===== src/dcsw_map.vh =====
`ifndef DCSW_MAP_VH
`define DCSW_MAP_VH
// Command word bit positions
`define DCSW_CMD_ON 0
`define DCSW_CMD_NO_COAST 1
`define DCSW_CMD_NO_QUICK 2
`define DCSW_CMD_ENABLE_OP 3
`define DCSW_CMD_RAMP_EN 4
`define DCSW_CMD_RAMP_RUN 5
`define DCSW_CMD_SETP_EN 6
`define DCSW_CMD_FAULT_ACK 7
`define DCSW_CMD_BUS_CTRL 10
`define DCSW_CMD_REVERSE 11
`define DCSW_CMD_POT_UP 13
`define DCSW_CMD_POT_DOWN 14
// State word bit positions
`define DCSW_ST_READY_START 0
`define DCSW_ST_READY 1
`define DCSW_ST_OP_EN 2
`define DCSW_ST_FAULT 3
`define DCSW_ST_NO_COAST 4
`define DCSW_ST_NO_QUICK 5
`define DCSW_ST_INHIBIT 6
`define DCSW_ST_ALARM 7
`define DCSW_ST_SPD_TOL 8
`define DCSW_ST_MASTER_REQ 9
`define DCSW_ST_SPD_CMP 10
`define DCSW_ST_TRQ_OK 11
`define DCSW_ST_MOT_TEMP_N 13
`define DCSW_ST_DIR_CW 14
`define DCSW_ST_DRV_TEMP_N 15
// Reset values
`define DCSW_CMD_RESET 16'h0000
`define DCSW_POT_RESET 16'h0000
`endif


===== src/dcsw_core.v =====
`timescale 1ns/1ps
`include "dcsw_map.vh"

// Behaviour
// - Bit5 low holds ramp output, high tracks
// - Bit6 low ramps down, high ramps up
// - Bit7 rise acknowledges faults, may inhibit
// - Bit10 low ignores fieldbus process data
// - Bit11 inverts setpoint sign
// - Bit13 increments motorized pot setpoint
// - Bit14 decrements motorized pot setpoint
// - State bit0 ready to start
// - State bit1 ready: on, no fault
// - State bit2 operation enabled
// - State bit3 fault present
// - State bits4,5 coast/quick stop inactive
// - State bit6 switch-on inhibit active
// - State bit7 alarm, no acknowledge
// - State bit8 speed within tolerance
// - State bit9 master control request
// - State bit10 speed at comparison level
// - State bit11 torque below limit
// - State bit13 low on motor overtemperature
// - State bit14 shows rotation direction
// - State bit15 low on drive overload
// - Bit0 rise switches on, low ramps off
// - Bit3 low cancels pulses at once
// - Bit1 low coasts motor immediately
// - Bit2 low quick stop ramps down
module dcsw_core #(
    parameter SW = 16,            // Setpoint and speed width
    parameter POT_STEP = 16'h0001 // Pot change per enabled cycle
) (
    input wire clk_i,
    input wire rst_b_i,
    input wire ce_i,
    // Command word from the fieldbus receiver
    input wire [15:0] drive_command_word_i,
    input wire cmd_valid_i,
    // Drive conditions, all but standstill from outside the clock domain
    input wire supply_ok_i,
    input wire init_done_i,
    input wire fault_i,
    input wire alarm_i,
    input wire master_req_i,
    input wire mot_overtemp_i,
    input wire drv_overload_i,
    input wire standstill_i,
    // Speed and torque values, same domain
    input wire signed [SW-1:0] setpoint_i,
    input wire signed [SW-1:0] actual_speed_i,
    input wire [SW-1:0] speed_tol_i,
    input wire signed [SW-1:0] cmp_speed_i,
    input wire [SW-1:0] torque_i,
    input wire [SW-1:0] torque_limit_i,
    // Drive control outputs
    output reg pulse_enable_o,
    output reg ramp_hold_o,
    output reg ramp_down_o,
    output reg quick_stop_o,
    output reg coast_o,
    output reg fault_ack_o,
    output reg signed [SW-1:0] setpoint_o,
    output reg signed [SW-1:0] pot_value_o,
    output reg [15:0] drive_state_word_o
);
    ////////////////////////////////////////////////////////////////////////
    // Drive state machine, one-hot
    // Inhibit: pulses locked, a fresh on edge is needed before start
    // Ready to start: supply and init fine, waiting for the on edge
    // Ready: on seen, waiting for enable operation
    // Run: pulses may be enabled, motor follows the setpoint
    // One-hot keeps state word bits 0, 2 and 6 a single flop read each
    localparam ST_INHIBIT = 4'b0001; // Switch-on inhibited
    localparam ST_READY_START = 4'b0010;
    localparam ST_READY = 4'b0100;
    localparam ST_RUN = 4'b1000;

    reg [3:0] state_reg;
    reg [3:0] state_next;
    reg [15:0] cmd_reg;      // Latched command word
    reg on_prev_reg;         // Previous on bit, edge detect
    reg ack_prev_reg;        // Previous acknowledge bit
    reg fault_latch_reg;     // Sticky fault until acknowledged
    reg signed [SW-1:0] pot_reg;
    wire [6:0] async_raw;
    wire [6:0] async_s;      // Synchronised drive conditions
    wire on_b;
    wire no_coast_b;
    wire no_quick_b;
    wire en_op_b;
    wire ack_rise;
    wire on_rise;
    wire fault_now;
    wire signed [SW:0] spd_diff;
    wire [SW:0] spd_abs;
    wire bus_ok;
    wire power_ok;           // Supply and init both seen

    // Synchronised condition bits, index by index:
    // 0 supply present
    // 1 initialisation finished
    // 2 fault
    // 3 alarm
    // 4 master control request
    // 5 motor overtemperature
    // 6 drive thermal overload
    // All seven share one chain, so they arrive together
    assign async_raw = {drv_overload_i, mot_overtemp_i, master_req_i,
                        alarm_i, fault_i, init_done_i, supply_ok_i};

    // Both needed before anything leaves inhibit
    assign power_ok = async_s[0] & async_s[1];

    // Drive conditions come from other boards; four flops each
    // trade four cycles of latency for a clean, filtered level
    dcsw_sync #(
        .WIDTH(7)
    ) u_sync (
        .clk_i(clk_i),
        .rst_b_i(rst_b_i),
        .ce_i(ce_i),
        .d_i(async_raw),
        .q_o(async_s)
    );

    ////////////////////////////////////////////////////////////////////////
    // Command capture; bus control bit itself always accepted
    // A word without the takeover bit changes nothing but that bit,
    // so the master can hand control back without side effects.
    // Hazard: the word is taken on the valid strobe only, so a
    // glitching idle word between frames is never seen.
    // Reserved bits are masked at capture so no later logic can
    // react to them.
    assign bus_ok = drive_command_word_i[`DCSW_CMD_BUS_CTRL];

    always @(posedge clk_i or negedge rst_b_i) begin
        if (!rst_b_i) begin
            cmd_reg <= `DCSW_CMD_RESET;
        end else if (ce_i && cmd_valid_i) begin
            if (bus_ok) begin
                // Reserved bits 8, 9, 12 and 15 are dropped
                cmd_reg <= drive_command_word_i & 16'h6cff;
            end else begin
                // Not in charge: keep old control, just clear takeover
                cmd_reg <= cmd_reg & ~16'h0400;
            end
        end
    end

    // Decoded fields of the stored word
    assign on_b = cmd_reg[`DCSW_CMD_ON];
    assign no_coast_b = cmd_reg[`DCSW_CMD_NO_COAST];
    assign no_quick_b = cmd_reg[`DCSW_CMD_NO_QUICK];
    assign en_op_b = cmd_reg[`DCSW_CMD_ENABLE_OP];
    assign on_rise = on_b & ~on_prev_reg;
    assign ack_rise = cmd_reg[`DCSW_CMD_FAULT_ACK] & ~ack_prev_reg;
    assign fault_now = fault_latch_reg | async_s[2];

    ////////////////////////////////////////////////////////////////////////
    // Edge history and fault latch; new fault beats acknowledge
    // The previous bits move only with ce_i, so an edge held across
    // a frozen stretch is still seen exactly once.
    // A fault present during the acknowledge stays latched.
    // Both edge detectors start at zero to match the reset word.
    always @(posedge clk_i or negedge rst_b_i) begin
        if (!rst_b_i) begin
            on_prev_reg <= 1'b0;
            ack_prev_reg <= 1'b0;
            fault_latch_reg <= 1'b0;
        end else if (ce_i) begin
            on_prev_reg <= on_b;
            ack_prev_reg <= cmd_reg[`DCSW_CMD_FAULT_ACK];
            // Set wins over a same-cycle acknowledge
            if (async_s[2]) begin
                fault_latch_reg <= 1'b1;
            end else if (ack_rise) begin
                fault_latch_reg <= 1'b0;
            end
        end
    end

    ////////////////////////////////////////////////////////////////////////
    // Next state
    // Coast stop and faults drop straight to inhibit; ramp and quick
    // stops leave run only once the motor reports standstill.
    // Inhibit is left only with on dropped, so an on level that was
    // already high can never start the motor by itself.
    // Acknowledge with on held overrides every branch below.
    // Supply or init loss is handled in the state register, not here,
    // so every branch here assumes the electronics are up.
    // Standstill comes from the drive, in this clock domain.
    always @* begin
        state_next = state_reg;
        case (state_reg)
            ST_INHIBIT: begin
                // Leave only once on is dropped and no fault remains
                if (!on_b && !fault_now && no_coast_b && no_quick_b) begin
                    state_next = ST_READY_START;
                end
            end
            ST_READY_START: begin
                if (fault_now || !no_coast_b || !no_quick_b) begin
                    state_next = ST_INHIBIT;
                end else if (on_rise) begin
                    state_next = ST_READY;
                end
            end
            ST_READY: begin
                if (fault_now || !no_coast_b) begin
                    state_next = ST_INHIBIT;
                end else if (!on_b || !no_quick_b) begin
                    state_next = ST_READY_START;
                end else if (en_op_b) begin
                    state_next = ST_RUN;
                end
            end
            ST_RUN: begin
                if (fault_now || !no_coast_b) begin
                    state_next = ST_INHIBIT;
                end else if (!en_op_b) begin
                    state_next = ST_READY;
                end else if ((!on_b || !no_quick_b) && standstill_i) begin
                    // Ramp or quick stop finished at standstill
                    state_next = ST_READY_START;
                end
            end
            default: begin
                // Illegal code recovers to the safe state
                state_next = ST_INHIBIT;
            end
        endcase
        // Acknowledge with on still held lands in inhibit
        if (ack_rise && on_b) begin
            state_next = ST_INHIBIT;
        end
    end

    // State register; power loss overrides the next-state logic
    // and holds the machine in inhibit until both conditions return
    always @(posedge clk_i or negedge rst_b_i) begin
        if (!rst_b_i) begin
            state_reg <= ST_INHIBIT;
        end else if (ce_i) begin
            // Without supply and initialisation, stay inhibited
            if (!power_ok) begin
                state_reg <= ST_INHIBIT;
            end else begin
                state_reg <= state_next;
            end
        end
    end

    ////////////////////////////////////////////////////////////////////////
    // Drive control outputs
    // All registered, one cycle behind the stored command.
    // Pulses also need supply and init, since the next-state value
    // alone does not see the power override of the state register.
    // Ramp down covers both setpoint inhibit and a dropped on bit.
    // Quick stop and coast follow their bits directly; the state
    // machine decides what they do to the motor.
    always @(posedge clk_i or negedge rst_b_i) begin
        if (!rst_b_i) begin
            pulse_enable_o <= 1'b0;
            ramp_hold_o <= 1'b1;
            ramp_down_o <= 1'b1;
            quick_stop_o <= 1'b0;
            coast_o <= 1'b1;
            fault_ack_o <= 1'b0;
        end else if (ce_i) begin
            // Pulses only in run with operation enabled
            pulse_enable_o <= power_ok & state_next[3] & en_op_b;
            ramp_hold_o <= ~cmd_reg[`DCSW_CMD_RAMP_RUN];
            ramp_down_o <= ~cmd_reg[`DCSW_CMD_SETP_EN] | ~on_b;
            quick_stop_o <= ~no_quick_b;
            coast_o <= ~no_coast_b;
            fault_ack_o <= ack_rise;
        end
    end

    ////////////////////////////////////////////////////////////////////////
    // Motorized pot and setpoint direction
    // The pot wraps at full scale; no clamp is applied here, so
    // the master must stop stepping before the range ends.
    // Reversal negates the incoming setpoint; the most negative
    // value negates onto itself, a known limit of two's complement.
    always @(posedge clk_i or negedge rst_b_i) begin
        if (!rst_b_i) begin
            pot_reg <= `DCSW_POT_RESET;
            pot_value_o <= `DCSW_POT_RESET;
            setpoint_o <= `DCSW_POT_RESET;
        end else if (ce_i) begin
            // Both up and down together cancel out
            if (cmd_reg[`DCSW_CMD_POT_UP] && !cmd_reg[`DCSW_CMD_POT_DOWN]) begin
                pot_reg <= pot_reg + POT_STEP[SW-1:0];
            end else if (cmd_reg[`DCSW_CMD_POT_DOWN] && !cmd_reg[`DCSW_CMD_POT_UP]) begin
                pot_reg <= pot_reg - POT_STEP[SW-1:0];
            end
            // Output lags the pot by one cycle
            pot_value_o <= pot_reg;
            if (cmd_reg[`DCSW_CMD_REVERSE]) begin
                setpoint_o <= -setpoint_i;
            end else begin
                setpoint_o <= setpoint_i;
            end
        end
    end

    ////////////////////////////////////////////////////////////////////////
    // State word assembly
    // Speed deviation is worked one bit wider so the magnitude
    // of any difference of two full-range values still fits.
    assign spd_diff = {setpoint_i[SW-1], setpoint_i} - {actual_speed_i[SW-1], actual_speed_i};
    assign spd_abs = spd_diff[SW] ? -spd_diff : spd_diff;

    always @(posedge clk_i or negedge rst_b_i) begin
        if (!rst_b_i) begin
            drive_state_word_o <= 16'h0000;
        end else if (ce_i) begin
            // Motor state bits, one flop each
            drive_state_word_o[`DCSW_ST_READY_START] <= state_reg[1];
            drive_state_word_o[`DCSW_ST_READY] <= (state_reg[2] | state_reg[3])
                                                  & ~fault_now;
            drive_state_word_o[`DCSW_ST_OP_EN] <= state_reg[3];
            // Fault shows the latch, so a cleared input still reads set
            drive_state_word_o[`DCSW_ST_FAULT] <= fault_now;
            drive_state_word_o[`DCSW_ST_NO_COAST] <= no_coast_b;
            drive_state_word_o[`DCSW_ST_NO_QUICK] <= no_quick_b;
            drive_state_word_o[`DCSW_ST_INHIBIT] <= state_reg[0];
            drive_state_word_o[`DCSW_ST_ALARM] <= async_s[3];
            // Speed and torque compares, same-domain inputs
            drive_state_word_o[`DCSW_ST_SPD_TOL] <= spd_abs <= {1'b0, speed_tol_i};
            drive_state_word_o[`DCSW_ST_MASTER_REQ] <= async_s[4];
            drive_state_word_o[`DCSW_ST_SPD_CMP] <= actual_speed_i >= cmp_speed_i;
            drive_state_word_o[`DCSW_ST_TRQ_OK] <= torque_i < torque_limit_i;
            // Reserved bit reads as zero
            drive_state_word_o[12] <= 1'b0;
            // Thermal alarms read low while active
            drive_state_word_o[`DCSW_ST_MOT_TEMP_N] <= ~async_s[5];
            // Zero speed keeps the last direction shown
            if (actual_speed_i != {SW{1'b0}}) begin
                drive_state_word_o[`DCSW_ST_DIR_CW] <= ~actual_speed_i[SW-1];
            end
            drive_state_word_o[`DCSW_ST_DRV_TEMP_N] <= ~async_s[6];
        end
    end
endmodule


===== src/dcsw_sync.v =====
`timescale 1ns/1ps
// Three-stage input synchroniser; output changes once stages two and three agree
module dcsw_sync #(
    parameter WIDTH = 1
) (
    input wire clk_i,
    input wire rst_b_i,
    input wire ce_i,
    input wire [WIDTH-1:0] d_i,
    output reg [WIDTH-1:0] q_o
);
    reg [WIDTH-1:0] s1_reg; // Metastability catcher, read only by s2
    reg [WIDTH-1:0] s2_reg;
    reg [WIDTH-1:0] s3_reg;
    integer k;

    ////////////////////////////////////////////////////////////////////////
    // Shift chain and per-bit agreement filter
    always @(posedge clk_i or negedge rst_b_i) begin
        if (!rst_b_i) begin
            s1_reg <= {WIDTH{1'b0}};
            s2_reg <= {WIDTH{1'b0}};
            s3_reg <= {WIDTH{1'b0}};
            q_o <= {WIDTH{1'b0}};
        end else if (ce_i) begin
            s1_reg <= d_i;
            s2_reg <= s1_reg;
            s3_reg <= s2_reg;
            for (k = 0; k < WIDTH; k = k + 1) begin
                // Only accept a bit once two stages agree
                if (s2_reg[k] == s3_reg[k]) begin
                    q_o[k] <= s3_reg[k];
                end
            end
        end
    end
endmodule


===== config.mk =====
export PLATFORM = sky130hd
export DESIGN_NAME = dcsw_core
export DESIGN_NICKNAME = d
export VERILOG_FILES = /design/src/dcsw_core.v /design/src/dcsw_sync.v
export VERILOG_INCLUDE_DIRS = /design/src
export SDC_FILE = /design/constraint.sdc
export NUM_CORES = 1
export LEC_CHECK = 0
export BUFFER_PORTS_ARGS = -buffer_cell sky130_fd_sc_hd__buf_4
export CAP_MARGIN = 20
export CORE_ASPECT_RATIO = 1.2
export CORE_UTILIZATION = 59
export DETAILED_ROUTE_END_ITERATION = 12
export PLACE_DENSITY = 0.83
export SYNTH_ARGS = -nofsm -noshare
export SYNTH_HDL_FRONTEND = slang
export SYNTH_SLANG_ARGS = --single-unit

===== constraint.sdc =====
create_clock -name clk_i -period 4.9 [get_ports clk_i]
set_input_delay 0.49 -clock clk_i [delete_from_list [all_inputs] [get_ports clk_i]]
set_output_delay 0.49 -clock clk_i [all_outputs]
set_load 0.03 [all_outputs]

### After elaboration in Yosys (flattened, before gate mapping)

Index checks and enable logic that the tools add are counted.

* word-level logic and storage cells: 120
* input bits: 124
* output and inout bits: 54
* register bits after elaboration: 115

* add/sub/neg operators: 5
* equal/unequal tests: 15
* magnitude comparators: 3
* bitwise logic cells: 20
* reductions and logical operators: 32
* multiplexer cells: 18

Operator list (count)
* $mux 16: 3
* $mux 4: 11
* $reduce_and 2->1: 11
* $le 17x16->1: 1
* $mux 17: 1
* $neg 17->17: 1
* $sub 16x16->17: 1
* $add 16x1->16 const B: 1
* $ge 16x16->1: 1
* $lt 16x16->1: 1
* $neg 16->16: 1
* $pmux 4 s4: 1
* $reduce_bool 16->1: 1
* $sub 16x1->16 const B: 1
* $ne 6x6->1 const B: 2
* $not 1->1: 11
* $logic_and 1x1->1: 8
* $eq 1x1->1: 7
* $and 1x1->1: 6
* $logic_not 1->1: 6
* $ne 5x5->1 const B: 1
* $reduce_and 5->1: 1
* $eq 4x1->1 const B: 1
* $eq 4x2->1 const B: 1
* other kinds (7): 13

### Logic depth before layout (Yosys ltp)

Gate-level depths: netlist of the first run.

* depth after elaboration: 10
* gate-level depth with buffers: 23
* mapped depth without buffers: 22

### By module

A second synthesis of the first run with hierarchy kept.

* cell total of the unflattened synthesis: 836
* area total of the unflattened synthesis: 7971.4 um2

Modules (own cells, without submodules)
* dcsw_core: sequential area each 2157.1 um2, area an instance 6800.3 um2, cells an instance 756, instances 1
* dcsw_sync: sequential area each 700.7 um2, area an instance 1171.1 um2, cells an instance 80, instances 1

### Least setup slack after synthesis of the first run

OpenSTA, ideal clock, no wires.

* kind: input -> register
* start: input port setpoint_i[0]
* end: register drive_state_word_o[8]
* library setup time: 0.082 ns
* data required time: 4.818 ns
* path slack: 0.803 ns
* stages on the path: 23
* buffers on the path: 1
* arrival time: 4.016 ns
* cells stage by stage: inv_1 -> ha_1 -> fa_1 -> nor2b_1 -> o211ai_2 -> a21oi_1 -> and4_1 -> o41ai_2 -> o2111ai_1 -> o21ai_1 -> buf_2 -> nand2_1 -> o21ai_0 -> ha_1 -> nor2b_1 -> o21ai_0 -> nand2b_1 -> a21oi_1 -> nor2_1 -> a2111oi_0 -> o21ai_0 -> a41o_1 -> a31oi_1

* cells in the longest elaborated chain, start to end: 4

RTL lines
* start: declaration: RTL line dcsw_core.v:50 `input wire signed [SW-1:0] setpoint_i,`
* $sub 16x16->17 (*): RTL line dcsw_core.v:313 `assign spd_diff = {setpoint_i[SW-1], setpoint_i} - {actual_speed_i[SW-1], actual_speed_i};`
* $neg 17->17: RTL line dcsw_core.v:314 `assign spd_abs = spd_diff[SW] ? -spd_diff : spd_diff;`
* $mux 17 (*): RTL line dcsw_core.v:314
* $le 17x16->1 (*): RTL line dcsw_core.v:332 `` drive_state_word_o[`DCSW_ST_SPD_TOL] <= spd_abs <= {1'b0, speed_tol_i}; ``
* end signal: indexed assignment: RTL line dcsw_core.v:332
* end signal: indexed assignment: RTL line dcsw_core.v:333 `` drive_state_word_o[`DCSW_ST_MASTER_REQ] <= async_s[4]; ``
* end signal: indexed assignment: RTL line dcsw_core.v:334 `` drive_state_word_o[`DCSW_ST_SPD_CMP] <= actual_speed_i >= cmp_speed_i; ``
* end: declaration: RTL line dcsw_core.v:65 `output reg [15:0] drive_state_word_o`

Every way passes the cells marked *; elsewhere a longest branch is shown, timed or not.
A chain may end at the register's enable or synchronous reset.

### Worst setup path in the final report of the first run

Same ends and word-level chain as after synthesis.

==> results of run 1 <==
-- synth_stat cells (all sizes together) (4+ instances only) --
cell      n  area [µm²]
a211oi    5        37.5
a21o     13        97.6
a21oi    62         314
a31oi     7        43.8
buf       5        23.8
clkbuf   19        71.3
dfrtp   110        2750
dfstp     4         105
ha       80        1000
inv      85         319
mux2     56         631
nand2    59         221
nand2b   13        81.3
nand3    12        65.1
nand4     8        50.1
nor2     46         173
nor2b    12        75.1
nor3      8        40.0
o211ai    4        35.0
o21ai    79         395
o31ai     9        72.6
o41ai     7        91.3
or2       8        50.1
or4       4        33.8
xnor2    30         270
xor2     24         210
-- cell type report --
class,instances,area (µm²),area share
Clock buffer,22,474,0.0485
Sequential cell,114,2860,0.292
Multi-Input combinational cell,597,4420,0.453
Clock inverter,10,179,0.0183
Timing Repair Buffer,175,1310,0.134
Inverter,85,319,0.0327
Tap cell,164,205,0.0210
-- stage by stage --
stage | area (µm²) | util | total power, mW
after global placement | 9120 | 0.720 | 3.27
after floorplan | 7690 | - | 2.75
after CTS | 9770 | 0.771 | 4.74
final | 9770 | 0.771 | 4.72
after global routing | 9770 | 0.771 | 5.01
after detailed placement | 9120 | 0.720 | 3.35
-- worst paths after layout --
path	start	to	slack, ps	cells after the start
min in group clk_i	actual_speed_i[15]	drive_state_word_o[14]$_DFFE_PN0P_	290	2
setup / recovery	setpoint_i[0]	drive_state_word_o[8]$_DFFE_PN0P_	760	23
setup reg to reg	cmd_reg[14]$_DFFE_PN0P_	pot_reg[14]$_DFFE_PN0P_	1060	13
max in group asynchronous	rst_b_i	state_reg[0]$_DFFE_PN1P_	3590	2
hold reg to reg	cmd_reg[6]$_DFFE_PN0P_	ramp_down_o$_DFFE_PN1P_	420	1
hold / removal	rst_b_i	u_sync.s1_reg[4]$_DFFE_PN0P_	220	1
-- power groups by stage --
stage	Combinational, mW	Sequential [mW]	Clock [mW]
2_1_floorplan	1.12	1.63	0
3_3_place_gp	1.86	1.41	0
3_5_place_dp	1.92	1.43	0
4_1_cts	1.95	1.42	1.36
5_1_grt	2.14	1.45	1.41
6_report	1.95	1.42	1.35
-- routing by layer --
layer | up-vias | global-route usage | routed length (µm)
met3 | 25 | 0.0684 | 966
li1 | 3230 | - | -
met4 | 0 | 0.0809 | 345
met5 | - | 0 | 0
met2 | 171 | 0.488 | 9060
met1 | 3076 | 0.330 | 7500
-- kinds of logic after synthesis --
| logic type | after synthesis | synth area share |
|---|---|---|
| AND/OR/NAND/NOR | 191 | 0.123 |
| other | 1 | 0.000487 |
| adder cells (fa/ha/maj) | 82 | 0.135 |
| XOR/XNOR | 54 | 0.0624 |
| flip-flops | 114 | 0.371 |
| multiplexers | 57 | 0.0833 |
| buffers and inverters | 109 | 0.0538 |
| AO/OA/AOI/OAI | 212 | 0.170 |
-- worst reg2reg max path, stage by stage (launching register included) --
cell and delay (ps):
dfrtp_1 380, inv_1 70, ha_1 200, inv_1 290, fa_1 520, a21o_1 190
a21oi_1 210, o21ai_0 180, o41ai_1 700, o211ai_1 230, a31o_2 290, a21oi_1 170
xor2_1 170, o21ai_0 90
==> run_results.csv, run 1 <==
group,metric,value,unit
cts,cts.sinks,114,
place,globalplace.congestion,0.889,
place,portBuffers,171,
setup_path,crit_family,"compound AO/OA/AOI/OAI gates",
die,num_rows,45,
pwr,swShare,0.360,
flow_run,max_cap_violations,0,
pwr,p_leak,4.76,nW
global_route,grt_antenna_before_repair,0,
global_route,grt_pass1_vias,6435,
global_route,grt_usage,0.276,
cts,cts_buffers,17,
cells_and_area,layout_common_cells,"buf_4, dfrtp_1, inv_1",
place,post-place-ws,344,ps
pwr,pwr-share-seq,0.302,
synth,netlist-cell-type-count,70,
timing,setup-violations-final,0,
global_route,grt-ovfl-total,0,
synth,synth_edf_count,0,
synth,ys_ff_latch,114,
detailed_routing,vias_per_cell,5.57,
cells_and_area,nets,1196,
cts,cts_tree,"built",
die,io-pin-count,178,
cells_and_area,layout-drive-gt1-share,0.282,
synth,synth_seq_area_share,0.371,
cts,cts_repair_resize_count,0,
timing,setup_tns,0,ps
cts,clock_path_buffers,2,
synth,syn_area,7690,µm²
synth,async_reset_ff_frac,1.00,
place,placed_cells,1135,
cells_and_area,final_cells,1167,
detailed_routing,drt_pre_antenna_iters,5,
setup_path,critical_path_arrival,4470,ps
setup_path,worstPathMaxFanout,4,
timing,timing.final.hold_violations,0,
setup_path,cp_cell_sequence,"buf_4 > inv_1 > ha_1 > fa_1 > nor2b_1 > o211ai_2 > a21oi_1 > and4_1 > o41ai_2 > o2111ai_1 > o21ai_1 > nand2_1 > o21ai_0 > ha_1 > nor2b_1 > o21ai_0 > nand2b_1 > a21oi_1 > nor2_1 > a2111oi_0 > o21ai_0 > a41o_1 > a31oi_1",
detailed_routing,drc,0,
global_route,grt_max_degree,72,
setup_path,cp-start-kind,"input port",
setup_path,required,5230,ps
pwr,power_density,483,nW/µm²
timing,period_share,0.845,
synth,ys_warn_count,0,
cts,htree_levels,4,
timing,tightest_slew,947,ps
setup_path,slowest_stage,"fa_1",
cts,post_cts_buffers,0,
timing,fin_crit,4140,ps
timing,fmax,242,MHz
global_route,grt_pass1_wl,29.7,mm
setup_path,cp_num_buf_inv,2,
setup_path,max_stage_delay,420,ps
pwr,p_comb_frac,0.413,
cts,postCtsHoldBufs,0,
timing,slew_viol_final,0,
setup_path,end_kind,"register",
cells_and_area,antenna_cells,0,
detailed_routing,wire_per_inst,15.3,µm
cells_and_area,nFillCells,894,
cts,clock_latency,400,ps
synth,ys.flop_type,"dfrtp_1",
timing,whs,216,ps
detailed_routing,drt-initial-drc-count,235,
detailed_routing,vias,6502,
cts,clk_pin_slew,50,ps
synth,syn_nets,1026,
pwr,power_switching,1.70,mW
outcome,outcome,"finished clean",
synth,synthCells,820,
timing,fin_skew,6.97,ps
place,place_hpwl,13.4,mm
cells_and_area,area_growth,27.0,%
die,die_w,106,µm
hold_path,hp-class,"input port to asynchronous set/reset pin",
pwr,p_int,3.02,mW
timing,layout_setup_ws,760,ps
die,initial_core_util,0.607,
detailed_routing,ant_nets,0,
die,core-area,12700,µm²
pwr,ir_drop,0.433,mV
timing,slew-limit-headroom,0.369,
synth,avgSynthCellArea,9.38,µm²
die,dieArea,13500,µm²
detailed_routing,wirelength,17.9,mm
timing,rsz0062_at_grt,"no",
cells_and_area,mostFrequentLayoutCell,"buf_4",
setup_path,cp_common_cell,"o21ai_0",
die,die_y,127,µm
cts,root_buffer,"clkbuf_16",
setup_path,critPathKind,"input port to register",
pwr,p_clk_frac,0.285,
(Power assumes the default switching activity.)
==> run 2: changes to the inputs <==
--- a/config.mk
+++ b/config.mk
@@ -9,9 +9,9 @@
 export BUFFER_PORTS_ARGS = -buffer_cell sky130_fd_sc_hd__buf_4
 export CAP_MARGIN = 20
 export CORE_ASPECT_RATIO = 1.2
-export CORE_UTILIZATION = 59
+export CORE_UTILIZATION = 55
 export DETAILED_ROUTE_END_ITERATION = 12
-export PLACE_DENSITY = 0.83
+export PLACE_DENSITY = 0.78
 export SYNTH_ARGS = -nofsm -noshare
 export SYNTH_HDL_FRONTEND = slang
 export SYNTH_SLANG_ARGS = --single-unit
==> constraint.sdc (replaced) <==
create_clock -name clk_i -period 4.3 [get_ports clk_i]
set_input_delay 0.43 -clock clk_i [delete_from_list [all_inputs] [get_ports clk_i]]
set_output_delay 0.43 -clock clk_i [all_outputs]
set_load 0.03 [all_outputs]
==> run_results.csv, run 2 (synthesized netlist as in run 1, its figures left out) <==
group,metric,value,unit
detailed_routing,vias_per_cell,5.55,
flow_run,max_cap_violations,0,
global_route,grt_usage,0.260,
pwr,p_comb_frac,0.432,
detailed_routing,drt_pre_antenna_iters,6,
cells_and_area,final_cells,1190,
cts,clock_path_buffers,2,
place,globalplace.congestion,0.879,
cts,cts.sinks,114,
setup_path,end_kind,"register",
detailed_routing,ant_nets,0,
timing,fmax,246,MHz
hold_path,hp-class,"input port to asynchronous set/reset pin",
setup_path,crit_family,"compound AO/OA/AOI/OAI gates",
cts,clk_pin_slew,50,ps
die,core-area,13700,µm²
pwr,p_leak,4.79,nW
setup_path,critPathKind,"input port to register",
timing,slew_viol_final,0,
cells_and_area,antenna_cells,0,
setup_path,critical_path_arrival,4390,ps
place,portBuffers,171,
detailed_routing,drc,0,
detailed_routing,drt-initial-drc-count,379,
place,place_area,9250,µm²
cells_and_area,layout-drive-gt1-share,0.291,
die,dieArea,14500,µm²
pwr,finalPower,5.21,mW
setup_path,max_stage_delay,510,ps
pwr,power_switching,1.93,mW
place,post-place-ws,-210,ps
pwr,swShare,0.371,
setup_path,cp_num_buf_inv,2,
timing,slew-limit-headroom,0.327,
setup_path,cp_common_cell,"ha_1",
cells_and_area,area_growth,27.6,%
cts,cts_tree,"built",
cts,htree_levels,4,
cells_and_area,nets,1212,
pwr,pwr-share-seq,0.311,
die,die_y,132,µm
timing,setup-violations-final,0,
setup_path,cp-start-kind,"input port",
pwr,power_density,530,nW/µm²
timing,timing.final.hold_violations,0,
timing,fin_crit,4070,ps
timing,period_share,0.947,
die,num_rows,47,
cts,cts_buffers,17,
setup_path,cp_cell_sequence,"buf_4 > inv_1 > ha_1 > fa_1 > nor2b_2 > o211ai_2 > a21oi_2 > xnor2_2 > or4b_1 > nor2_1 > nand3_2 > o41ai_2 > xnor2_1 > ha_1 > a21oi_1 > and3_1 > o21ai_0 > a41o_1 > a31oi_1",
die,die_w,110,µm
timing,setup_tns,0,ps
outcome,outcome,"finished clean",
detailed_routing,vias,6604,
cells_and_area,final_area,9820,µm²
die,io-pin-count,178,
global_route,grt_pass1_vias,6468,
global_route,grt_pass1_wl,29.6,mm
global_route,grt_antenna_before_repair,0,
detailed_routing,wirelength,17.9,mm
die,initial_core_util,0.562,
place,place_hpwl,13.3,mm
timing,fin_skew,7.16,ps
timing,tightest_slew,1010,ps
cells_and_area,mostFrequentLayoutCell,"buf_4",
pwr,p_clk_frac,0.257,
place,placed_cells,1158,
global_route,grt-ovfl-total,0,
detailed_routing,wire_per_inst,15.1,µm
cells_and_area,layout_common_cells,"buf_4, dfrtp_1, inv_1",
cts,clock_latency,400,ps
timing,rsz0062_at_grt,"no",
setup_path,required,4620,ps
setup_path,worstPathMaxFanout,4,
cts,post_cts_buffers,0,
cts,root_buffer,"clkbuf_16",
pwr,p_int,3.28,mW
timing,layout_setup_ws,228,ps
pwr,ir_drop,0.406,mV
global_route,grt_max_degree,71,
setup_path,slowest_stage,"or4b_1",
==> run 2: cell types whose count changed in the layout (fill, tap and decap cells not counted) <==
cell	previous run	this run
clkbuf_1	2	6
clkinv_2	4	2
o21ai_0	76	75
o21ai_1	3	4
clkinv_4	1	0
nor2_1	46	45
nor2b_1	12	11
nor2_2	0	1
clkbuf_8	3	5
nor2b_2	0	1
bufinv_16	5	1
buf_4	175	191
clkinvlp_4	0	1
==> run 2: final timing paths <==
path	cells after the start	start	end	slack, ps
max	19	setpoint_i[0]	drive_state_word_o[8]$_DFFE_PN0P_	230
min	1	rst_b_i	drive_state_word_o[13]$_DFFE_PN0P_	40
max reg2reg	12	cmd_reg[13]$_DFFE_PN0P_	pot_reg[15]$_DFFE_PN0P_	890
min reg2reg	1	cmd_reg[6]$_DFFE_PN0P_	ramp_down_o$_DFFE_PN1P_	440
max in group asynchronous	2	rst_b_i	pot_reg[9]$_DFFE_PN0P_	3390
min in group clk_i	2	actual_speed_i[15]	drive_state_word_o[14]$_DFFE_PN0P_	230
==> run 2: layout make-up <==
type                       instances  area [µm²]
timing repair buffer             191        1430
tap                              171         214
fill                            1081        3880
multi-input combinational        597        4430
inverter                          85         319
clock inverter                     4        47.5
sequential                       114        2860
clock buffer                      28         517
==> run 2: power groups by stage <==
stage	logic, mW	registers, mW	clock network, mW
2_1_floorplan	1.27	1.86	0
3_3_place_gp	2.17	1.61	0
3_5_place_dp	2.22	1.62	0
4_1_cts	2.25	1.62	1.36
5_1_grt	2.47	1.66	1.41
6_report	2.25	1.62	1.34
==> run 2: per-stage QoR <==
stage | hold WS, ps | util
2_1_floorplan | 134 | -
3_3_place_gp | 407 | 0.675
3_5_place_dp | 416 | 0.675
4_1_cts | 53.8 | 0.716
5_1_grt | 80.5 | 0.716
6_report | 41.2 | 0.716
==> run 2: repair_timing <==
action / in CTS / in global routing
setup endpoints to repair: 0 / 1
resized for setup: 0 / 3
hold buffers: 0 / 0
==> run 2: metal layers <==
layer	global-route usage	vias up	share of wire
li1	-	3259	-
met1	0.321	3133	0.42
met2	0.429	181	0.49
met3	0.0689	31	0.060
met4	0.0933	0	0.024
met5	0	-	0
==> run 3: changes to the inputs <==
--- a/config.mk
+++ b/config.mk
@@ -9,9 +9,12 @@
 export BUFFER_PORTS_ARGS = -buffer_cell sky130_fd_sc_hd__buf_4
 export CAP_MARGIN = 20
 export CORE_ASPECT_RATIO = 1.2
-export CORE_UTILIZATION = 55
+export CORE_UTILIZATION = 56
 export DETAILED_ROUTE_END_ITERATION = 12
-export PLACE_DENSITY = 0.78
+export MAX_ROUTING_LAYER = met4
+export PLACE_DENSITY = 0.79
+export SETUP_SLACK_MARGIN = 0.4
 export SYNTH_ARGS = -nofsm -noshare
 export SYNTH_HDL_FRONTEND = slang
+export SYNTH_HIERARCHICAL = 1
 export SYNTH_SLANG_ARGS = --single-unit
==> run_results.csv, run 3 <==
group,metric,value,unit
setup_path,crit_family,"simple AND/OR/NAND/NOR gates",
pwr,ir_drop,0.442,mV
detailed_routing,wirelength,19.1,mm
timing,fmax,259,MHz
setup_path,rr_startpoint,"cmd_reg[13]$_DFFE_PN0P_",
cts,cts.sinks,114,
global_route,grt_pass1_vias,6805,
synth,syn_nets,1042,
cells_and_area,multi_input_area,4730,µm²
synth,yosys.area_share.adder,0.131,
timing,timing.final.hold_violations,0,
detailed_routing,wire_per_inst,15.8,µm
timing,fin_skew,12.3,ps
setup_path,end_kind,"register",
place,place_hpwl,14.2,mm
die,dieArea,14700,µm²
timing,whs,243,ps
setup_path,r2r_slack,980,ps
synth,synth_compound_area_frac,0.158,
synth,synthMuxAreaShare,0.109,
timing,rsz0062_at_grt,"yes",
outcome,outcome,"finished clean",
synth,ys_ff_latch,114,
detailed_routing,ant_nets,0,
setup_path,critical_path_arrival,4190,ps
synth,synth_top_area_frac,0.345,
cells_and_area,layout_common_cells,"buf_4, dfrtp_1, inv_1",
detailed_routing,drt-initial-drc-count,356,
cts,clk_pin_slew,60,ps
cts,htree_levels,4,
hold_path,hold_depth,2,
cells_and_area,nFillCells,999,
synth,synth.area.top_cells,"dfrtp_1, ha_1, mux2_2",
setup_path,cp-start-kind,"input port",
detailed_routing,drt_pre_antenna_iters,5,
cells_and_area,final_area,10200,µm²
place,portBuffers,171,
cts,clock_latency,420,ps
place,globalplace.congestion,0.923,
setup_path,required,4630,ps
setup_path,critPathKind,"input port to register",
pwr,power_density,541,nW/µm²
timing,tightest_slew,987,ps
die,initial_core_util,0.577,
cts,cts_tree,"built",
hold_path,hp-class,"input port to register",
cts,cts_buffers,17,
global_route,grt-ovfl-total,0,
cells_and_area,area_growth,27.8,%
timing,period_share,0.897,
setup_path,r2r_cells,12,
global_route,grt_usage,0.276,
place,place_area,9500,µm²
timing,setup-violations-final,0,
synth,yosys.area_share.xor_xnor,0.0582,
timing,slew_viol_final,0,
global_route,grt_max_degree,50,
cells_and_area,layout-drive-gt1-share,0.304,
cells_and_area,seq_area,2860,µm²
synth,synth.most_common_cell,"dfrtp_1",
synth,async_reset_ff_frac,1.00,
synth,synth_top_family_by_area,"compound AO/OA/AOI/OAI gates",
synth,ys_top_cells_by_count,"dfrtp_1, inv_1, ha_1, mux2_2, nor2_1",
synth,ys_warn_count,6,
hold_path,hp-start,"master_req_i",
die,num_rows,47,
cells_and_area,nets,1231,
die,core-area,13800,µm²
detailed_routing,drc,0,
setup_path,worstPathMaxFanout,3,
synth,ys.flop_type,"dfrtp_1",
timing,slew-limit-headroom,0.342,
timing,fin_crit,3860,ps
setup_path,r2r-end,"pot_reg[14]$_DFFE_PN0P_",
pwr,p_leak,5.01,nW
die,io-pin-count,178,
setup_path,max_stage_delay,600,ps
die,die_y,133,µm
hold_path,holdPathEnd,"u_sync/s1_reg[4]$_DFFE_PN0P_",
cts,root_buffer,"clkbuf_16",
global_route,grt_pass1_wl,31.9,mm
setup_path,cp_num_buf_inv,1,
cts,clock_path_buffers,2,
die,die_w,111,µm
cells_and_area,antenna_cells,0,
synth,netlist-cell-type-count,68,
synth,synthCells,836,
global_route,grt_antenna_before_repair,0,
setup_path,startpoint,"actual_speed_i[0]",
cells_and_area,mostFrequentLayoutCell,"buf_4",
synth,yosys.area_share.simple,0.129,
synth,synth_edf_count,0,
synth,yosys.area.top_type,"dfrtp_1",
detailed_routing,vias,6822,
detailed_routing,vias_per_cell,5.64,
setup_path,cp_cell_sequence,"buf_4 > ha_4 > fa_2 > nand2b_4 > a21oi_4 > nor4_2 > a311oi_2 > nand4b_1 > or4_4 > nor3_4 > nor2_2 > xnor2_1 > ha_1 > a2111oi_4 > nand2_1 > a21oi_2 > a21o_1 > o21ai_1 > a41oi_1",
synth,synth_seq_area_share,0.358,
setup_path,slowest_stage,"or4_4",
flow_run,max_cap_violations,0,
synth,avgSynthCellArea,9.54,µm²
synth,syn_area,7970,µm²
[run 3: cell types whose count changed in the layout (fill, tap and decap cells not counted), moves of 9 or more]
cell,delta
nor2_1,+9
a21oi_1,-10
a21o_1,+9
mux2_4,+11
o21ai_0,-30
[run 3: per-layer routing]
metal,vias to the layer above,GRT usage,routed length (µm),part of all wire
met5,-,-,0,0
met4,0,0.109,522,0.027
met3,38,0.0527,992,0.052
met2,219,0.472,9680,0.51
met1,3231,0.318,7870,0.41
li1,3334,-,-,-
[run 3: layout make-up]
type,instances,area share
Clock inverter,15,0.0168
Sequential cell,114,0.281
Tap cell,171,0.0210
Clock buffer,17,0.0418
Inverter,89,0.0328
Timing Repair Buffer,193,0.142
Multi-Input combinational cell,610,0.465
[run 3: cells by family (layout without fill, tap and decap cells)]
family | after synthesis | count (layout)
AO/OA/AOI/OAI | 193 | 193
buffers and inverters | 112 | 314
XOR/XNOR | 53 | 53
flip-flops | 114 | 114
AND/OR/NAND/NOR | 207 | 207
other | 1 | 1
multiplexers | 74 | 74
adder cells (fa/ha/maj) | 82 | 82
[run 3: stage by stage]
step            util  power [mW]  cells  setup WS [ps]  setup TNS (ps)
2_1_floorplan      -        3.31    836            239               0
3_3_place_gp   0.687        3.98   1172           9.90               0
3_5_place_dp   0.687        4.05   1172          -24.6           -24.6
4_1_cts        0.731        5.51   1205            419               0
5_1_grt        0.737        5.86   1209            190               0
6_report       0.737        5.51   1209            442               0
[run 3: repair_timing]
action	CTS	global route
buffers inserted	0	4
hold endpoints to repair	31	0
pin swaps	1	14
gates resized for setup	0	10
endpoints found under the setup margin	1	1
hold buffers	1	0
[run 3: power breakdown]
group	internal, mW	switching (mW)	total, mW
registers	1.40	0.248	1.65
logic	1.11	1.33	2.44
clock network	0.870	0.553	1.42
total	3.38	2.13	5.51
[run 3: how the worst max path moves through the flow]
| stage | endpoint | slack, ps | depth (start not counted) |
|---|---|---|---|
| after CTS | drive_state_word_o[8]$_DFFE_PN0P_ | 420 | 20 |
| after floorplan | drive_state_word_o[8]$_DFFE_PN0P_ | 240 | 23 |
| final | drive_state_word_o[8]$_DFFE_PN0P_ | 440 | 19 |
| after global placement | drive_state_word_o[8]$_DFFE_PN0P_ | 10 | 20 |
| after global routing | drive_state_word_o[8]$_DFFE_PN0P_ | 190 | 19 |
| after detailed placement | drive_state_word_o[8]$_DFFE_PN0P_ | -20 | 20 |
